<file path="src/logic/rhp_pkg.sv">
package rhp_pkg;

  // ****************************************************************
  // command codes on the processor port (port index added to base)
  // ****************************************************************
  localparam logic [7:0] RHP_CMD_RD_BASE = 8'h15;
  localparam logic [7:0] RHP_CMD_WR_BASE = 8'h95;

  // ****************************************************************
  // bit positions of the port status register
  // ****************************************************************
  localparam int RHP_BIT_RESET_DONE_CHANGE      = 20;
  localparam int RHP_BIT_PORT_OVERCURRENT_CHANGE = 19;
  localparam int RHP_BIT_SUSPEND_CHANGE         = 18;
  localparam int RHP_BIT_ENABLE_CHANGE          = 17;
  localparam int RHP_BIT_CONNECT_CHANGE         = 16;
  localparam int RHP_BIT_SLOW_DEVICE_ATTACHED   = 9;
  localparam int RHP_BIT_PORT_POWER_ON          = 8;

  localparam logic [31:0] RHP_REG_RESET = 32'h0000_0000;
  localparam logic [31:0] RHP_RDATA_IDLE = 32'h0000_0000;

  // ****************************************************************
  // timing
  // ****************************************************************
  localparam int RHP_CLK_MHZ        = 250;
  localparam int RHP_US_PER_MS      = 1000;
  localparam int RHP_PORT_RESET_MS  = 10;
  localparam int RHP_PORT_RESET_CYC = RHP_PORT_RESET_MS * RHP_US_PER_MS * RHP_CLK_MHZ;
  localparam int RHP_CNT_W          = 22;

  // ****************************************************************
  // port-side signals of one downstream port
  // ****************************************************************
  typedef struct packed {
    logic reset_start;
    logic overcurrent;
    logic suspend_event;
    logic enable_event;
    logic connect_event;
    logic slow_device_attached;
    logic port_power_on;
  } rhp_port_in_t;

endpackage

</file>
<file path="src/logic/rhp_root_port_status.sv">
`timescale 1ns/1ns
module rhp_root_port_status
  import rhp_pkg::*;
#(
  parameter int NUM_PORTS      = 2,
  parameter int PORT_RESET_CYC = RHP_PORT_RESET_CYC
) (
  input  wire logic         clk,
  input  wire logic         rstn,
  input  wire logic         reg_rd,
  input  wire logic         reg_wr,
  input  wire logic [7:0]   reg_cmd,
  input  wire logic [31:0]  reg_wdata,
  output logic      [31:0]  reg_rdata,
  output logic              reg_rvalid,
  input  wire logic         xfer_busy,
  input  wire logic         per_port_oc_mode,
  input  wire rhp_port_in_t port_in [NUM_PORTS],
  output logic      [NUM_PORTS-1:0] port_reset_active
);

  // counter sized for the 10 ms default; a reset over 4194304 cycles needs a wider count
  localparam logic [RHP_CNT_W-1:0] RST_LAST = RHP_CNT_W'(PORT_RESET_CYC - 1);

  // change flag slice, counted from the connect change bit
  localparam int CHG_HI  = RHP_BIT_RESET_DONE_CHANGE;
  localparam int CHG_LO  = RHP_BIT_CONNECT_CHANGE;
  localparam int CHG_W   = CHG_HI - CHG_LO + 1;
  localparam int CHG_RST = RHP_BIT_RESET_DONE_CHANGE - CHG_LO;
  localparam int CHG_OC  = RHP_BIT_PORT_OVERCURRENT_CHANGE - CHG_LO;
  localparam int CHG_SUS = RHP_BIT_SUSPEND_CHANGE - CHG_LO;
  localparam int CHG_ENA = RHP_BIT_ENABLE_CHANGE - CHG_LO;
  localparam int CHG_CON = 0;

  logic [31:0] status_word [NUM_PORTS];

  // ****************************************************************
  // per-port register copies
  // ****************************************************************
  genvar gi;
  generate
    for (gi = 0; gi < NUM_PORTS; gi++) begin : g_port
      logic [CHG_W-1:0]     chg;
      logic [CHG_W-1:0]     next_chg;
      logic [CHG_W-1:0]     pend_clr;
      logic [CHG_W-1:0]     next_pend_clr;
      logic [CHG_W-1:0]     clr_req;
      logic [CHG_W-1:0]     set_evt;
      logic                 oc_prev;
      logic                 next_oc_prev;
      logic                 oc_edge;
      logic                 rst_run;
      logic                 next_rst_run;
      logic [RHP_CNT_W-1:0] rst_cnt;
      logic [RHP_CNT_W-1:0] next_rst_cnt;
      logic                 rst_end;
      logic                 wr_hit;

      // each copy answers its own write code only
      assign wr_hit = reg_wr && (reg_cmd == RHP_CMD_WR_BASE + 8'(gi));

      // **************************************************************
      // port reset timer
      // **************************************************************
      always_comb begin
        next_rst_run = rst_run;
        next_rst_cnt = rst_cnt;
        rst_end      = 1'b0;
        if (rst_run) begin
          if (rst_cnt == RST_LAST) begin
            next_rst_run = 1'b0;
            next_rst_cnt = '0;
            rst_end      = 1'b1;
          end else begin
            next_rst_cnt = rst_cnt + RHP_CNT_W'(1);
          end
        end else if (port_in[gi].reset_start) begin
          // a start while running is ignored
          next_rst_run = 1'b1;
          next_rst_cnt = '0;
        end
      end

      always_ff @(posedge clk or negedge rstn) begin
        if (!rstn) begin
          rst_run <= 1'b0;
          rst_cnt <= '0;
        end else begin
          rst_run <= next_rst_run;
          rst_cnt <= next_rst_cnt;
        end
      end

      assign port_reset_active[gi] = rst_run;

      // **************************************************************
      // overcurrent indicator tracker
      // **************************************************************
      always_comb begin
        // tracked in either mode, so a switch back finds no stale edge
        next_oc_prev = port_in[gi].overcurrent;
        // global reporting mode: indicator is not per port, flag held off
        oc_edge      = per_port_oc_mode && (port_in[gi].overcurrent != oc_prev);
      end

      always_ff @(posedge clk or negedge rstn) begin
        if (!rstn) begin
          oc_prev <= 1'b0;
        end else begin
          oc_prev <= next_oc_prev;
        end
      end

      // **************************************************************
      // clears deferred behind a running transaction
      // **************************************************************
      always_comb begin
        clr_req = pend_clr;
        // ones written collect here; zeros add nothing
        if (wr_hit) begin
          clr_req = pend_clr | reg_wdata[CHG_HI:CHG_LO];
        end
        // held while busy, spent on the first idle cycle
        next_pend_clr = xfer_busy ? clr_req : '0;
      end

      always_ff @(posedge clk or negedge rstn) begin
        if (!rstn) begin
          pend_clr <= '0;
        end else begin
          pend_clr <= next_pend_clr;
        end
      end

      // **************************************************************
      // change flags
      // **************************************************************
      always_comb begin
        set_evt          = '0;
        set_evt[CHG_RST] = rst_end;
        set_evt[CHG_OC]  = oc_edge;
        set_evt[CHG_SUS] = port_in[gi].suspend_event;
        set_evt[CHG_ENA] = port_in[gi].enable_event;
        set_evt[CHG_CON] = port_in[gi].connect_event;
        next_chg         = chg;
        if (!xfer_busy) begin
          next_chg = chg & ~clr_req;
        end
        // an event in the clearing cycle survives
        next_chg = next_chg | set_evt;
        if (!per_port_oc_mode) begin
          next_chg[CHG_OC] = 1'b0;
        end
      end

      always_ff @(posedge clk or negedge rstn) begin
        if (!rstn) begin
          chg <= '0;
        end else begin
          chg <= next_chg;
        end
      end

      // **************************************************************
      // status word of this port
      // **************************************************************
      always_comb begin
        // lower status bits and reserved bits read 0
        status_word[gi]                = RHP_REG_RESET;
        status_word[gi][CHG_HI:CHG_LO] = chg;
        // a flag caught just before the switch to global mode reads 0
        status_word[gi][RHP_BIT_PORT_OVERCURRENT_CHANGE] = chg[CHG_OC] && per_port_oc_mode;
        status_word[gi][RHP_BIT_SLOW_DEVICE_ATTACHED] = port_in[gi].slow_device_attached;
        status_word[gi][RHP_BIT_PORT_POWER_ON]        = port_in[gi].port_power_on;
      end
    end
  endgenerate

  // ****************************************************************
  // read path
  // ****************************************************************
  logic [31:0] next_rdata;
  logic        next_rvalid;

  always_comb begin
    next_rdata  = reg_rdata;
    next_rvalid = reg_rd;
    if (reg_rd) begin
      next_rdata = RHP_RDATA_IDLE;
      for (int i = 0; i < NUM_PORTS; i++) begin
        if (reg_cmd == RHP_CMD_RD_BASE + 8'(i)) begin
          next_rdata = status_word[i];
        end
      end
    end
  end

  // ****************************************************************
  // read data register
  // ****************************************************************
  // data holds between reads, so a slow poller still sees the last word
  always_ff @(posedge clk or negedge rstn) begin
    if (!rstn) begin
      reg_rdata  <= RHP_RDATA_IDLE;
      reg_rvalid <= 1'b0;
    end else begin
      reg_rdata  <= next_rdata;
      reg_rvalid <= next_rvalid;
    end
  end

endmodule // rhp_root_port_status

</file>
<file path="config.mk">
export PLATFORM = sky130hd
export DESIGN_NAME = rhp_root_port_status
export DESIGN_NICKNAME = d
export VERILOG_FILES = /design/src/logic/rhp_pkg.sv /design/src/logic/rhp_root_port_status.sv
export SDC_FILE = /design/constraint.sdc
export NUM_CORES = 1
export LEC_CHECK = 0
export BUFFER_PORTS_ARGS = -buffer_cell sky130_fd_sc_hd__buf_2
export CAP_MARGIN = 20
export CORE_MARGIN = 8
export CORE_UTILIZATION = 49
export DETAILED_ROUTE_END_ITERATION = 10
export PLACE_DENSITY = 0.75
export SLEW_MARGIN = 20
export SYNTH_ARGS = -nofsm -noshare
export SYNTH_HDL_FRONTEND = slang
export SYNTH_SLANG_ARGS = --single-unit
export TNS_END_PERCENT = 100
</file>
<file path="constraint.sdc">
create_clock -name clk -period 1.8 [get_ports clk]
set_input_delay 0.36 -clock clk [delete_from_list [all_inputs] [get_ports clk]]
set_output_delay 0.36 -clock clk [all_outputs]
set_load 0.005 [all_outputs]
</file>
==> flow_summary.ini <==
[finish]
n_fill_cell = 660
drive_gt1_frac = 0.2976
insertedDiodeCount = 0
fin_nets = 599
syn_to_final_growth_pct = 25.06
finish.utilization = 0.6279

[worst_hold_path]
min_path_type = primary input to flop
min_to = g_port[1].oc_prev$_DFF_PN0_
min_from = port_in[5]
hold_depth = 1

[detailed_routing]
wl_per_cell_microns = 15.49
drc = 0
ant_nets = 0
finalWirelength_microns = 10000
drtIter0Drc = 266
vias = 3602
first_pass_iters = 6
vias_per_cell = 5.576

[pwr]
fin_total_pwr_mw = 4.754
power_density_nw_per_um2 = 930.7
vdd_ir_drop_max_mv = 0.4267
total_leakage_power_nw = 2.282

[die]
die_x_microns = 107.3
num_rows = 33
core_sq_um = 8134
pin_count = 95
start_util = 0.5021
dieArea_sq_um = 11510
die_h_microns = 107.3

[timing]
period_needed_ns = 1.821
min_period_over_period = 1.012
setup_slack_ns = -0.02091
drv_slew = 0
setup_viol = 4
clock_skew_ns = 0.008657
rsz0062_at_grt = true
hold_viol = 0
fmaxAchievable_mhz = 549.2

[cts]
cts_tree = yes
clock_sinks = 76
cts.htree.levels = 3
clk_pin_slew_worst_paths_ns = 0.08
cts_inserted_buffers = 9
clock_path_buffers = 2
cts_root_buf = clkbuf_8
clock_latency_ns = 0.34

[yosys]
avgSynthCellArea_sq_um = 9.303
synth_area_sq_um = 4084
synth_ff_type = dfrtp_1
synth_cells = 439
postSynth.asyncResetShare = 1.000
synth_seq_area_share = 0.4657
synth.distinct_cells = 57
synth_edf_count = 0
synth_warnings = 0
synth_seq_cells = 76

[critical_path]
cp-start-kind = flop
crit_type = flop to flop
worstReg2RegStart = g_port[0].rst_cnt[0]$_DFFE_PN0P_
r2r_slack_ns = -0.02
cp_max_fo = 7
ff2ff_path_depth = 7
r2r_end = g_port[0].rst_cnt[14]$_DFFE_PN0P_
cp-end-kind = flop
worst_path_max_delay_cell = dfrtp_1
cp_num_buf_inv = 1
slowest_delay_ns = 0.36
crit_chain = ha_2, nand4bb_1, nor4_4, a21boi_2, buf_6, o211a_1, a221o_1
crit_arrival_ns = 2.05
crit_family = simple AND/OR/NAND/NOR gates
required_ns = 2.03

[job]
cap_viol_max_count = 0

[grt]
grt_pass1_vias = 3461
overflow = 0
grt_pass1_wl_microns = 15930
grt_max_degree = 32
grt_usage = 0.1670
antenna_found_initial = 0

[place]
dp_hpwl_microns = 6872
io_buffers = 42
gp_congestion = 0.8322

[status]
status = finished, violations left
violations = setup timing
==> kinds of logic after synthesis <==
| logic type | count (synthesis) | share of synthesized area |
|---|---|---|
| simple gates | 179 | 0.2555 |
| buf+inv | 60 | 0.08180 |
| compound gates | 110 | 0.1645 |
| flops | 76 | 0.4657 |
| fa+ha+maj | 2 | 0.006126 |
| other cells | 1 | 0.0009182 |
| mux | 6 | 0.01471 |
| xor+xnor | 5 | 0.01072 |
==> registers in the layout, indices dropped and copies added (netlist names) <==
| name | flops |
|---|---|
| g_port.chg | 10 |
| g_port.oc_prev | 2 |
| g_port.pend_clr | 10 |
| g_port.rst_cnt | 44 |
| g_port.rst_run | 2 |
| reg_rdata | 7 |
| reg_rvalid | 1 |
==> worst max path at each step <==
| stage | slack (ns) | end | cells after the start | startpoint |
|---|---|---|---|---|
| detailed placement | -0.05 | g_port[0].rst_cnt[14]$_DFFE_PN0P_ | 7 | g_port[0].rst_cnt[0]$_DFFE_PN0P_ |
| global placement | -0.04 | g_port[0].rst_cnt[14]$_DFFE_PN0P_ | 7 | g_port[0].rst_cnt[0]$_DFFE_PN0P_ |
| finish | -0.02 | g_port[0].rst_cnt[14]$_DFFE_PN0P_ | 7 | g_port[0].rst_cnt[0]$_DFFE_PN0P_ |
| CTS | 0.005 | g_port[1].rst_cnt[3]$_DFFE_PN0P_ | 6 | g_port[1].rst_cnt[11]$_DFFE_PN0P_ |
| floorplan | 0.02 | g_port[0].rst_cnt[14]$_DFFE_PN0P_ | 7 | g_port[0].rst_cnt[0]$_DFFE_PN0P_ |
| global route | -0.1 | g_port[0].rst_cnt[14]$_DFFE_PN0P_ | 7 | g_port[0].rst_cnt[1]$_DFFE_PN0P_ |
==> cells in the final DEF (no fill, tap or decap), drive strengths merged, types with 4 or more instances in the layout <==
cell type,instances
a21oi,40
dfrtp,76
conb,25
nor3,10
nand2,35
or3,10
a31oi,5
nand2b,8
nor4,5
nand4,17
inv,17
a22oi,6
nor2b,11
and3,8
mux2i,6
nand3,32
clkbuf,9
buf,105
nor2,22
xnor2,4
o21ai,30
o22ai,5
a22o,4
==> cell usage after synthesis (all sizes together), types with 10 or more instances <==
library cell,instances,area (sq um)
clkbuf,12,45.04
a21oi,40,200.2
nor3,10,70.07
or3,10,62.56
nand4,17,118.9
dfrtp,76,1902
o21ai,30,150.1
buf,31,225.2
nor2b,11,68.82
nor2,22,82.58
nand2,35,131.4
inv,17,63.81
nand3,32,170.2
==> cell type report <==
cell class              count  area (sq um)  share of cell area
clock buffers               9         123.9             0.02425
well taps                 105         131.4             0.02572
multi-input cells         327          2061              0.4035
flip-flops and latches     76          1906              0.3731
repair buffers            106         732.0              0.1433
clock inverters             6         90.09             0.01764
inverters                  17         63.81             0.01249
==> per-stage QoR <==
| stage | hold WS, ns | cells | instance area [sq um] | TNS (ns) | setup WS (ns) |
|---|---|---|---|---|---|
| floorplan | 0.06441 | 463 | 4180 | 0 | 0.01893 |
| global placement | 0.3120 | 625 | 4715 | -0.04156 | -0.04156 |
| detailed placement | 0.3175 | 625 | 4715 | -0.2272 | -0.05235 |
| CTS | 0.1350 | 642 | 4960 | 0 | 0.004904 |
| global route | 0.1295 | 646 | 5107 | -1.303 | -0.09835 |
| finish | 0.1471 | 646 | 5107 | -0.05269 | -0.02091 |
==> power by group <==
part	leakage [nW]	internal (mW)	switching, mW
clock network	0.105	0.775	0.647
logic	1.25	0.536	0.546
registers	0.926	1.96	0.287
total	2.28	3.27	1.48
==> layer usage <==
metal  vias to the layer above  routed length, microns  track usage
met2                       101                    4745       0.2661
met1                      1759                    4418       0.2178
met4                         0                      69      0.04724
met3                         6                     770      0.04431
met5                         -                       0            0
li1                       1736                       -            -
==> timing repair <==
action                                  in CTS  in global routing
endpoints found under the hold margin       29                  0
pin swaps                                    7                 14
setup buffers                                1                  6
hold buffers                                 1                  0
endpoints found under the setup margin      15                 32
gates resized for setup                      4                 34
Note: power is estimated with default switching activity, not from simulation.
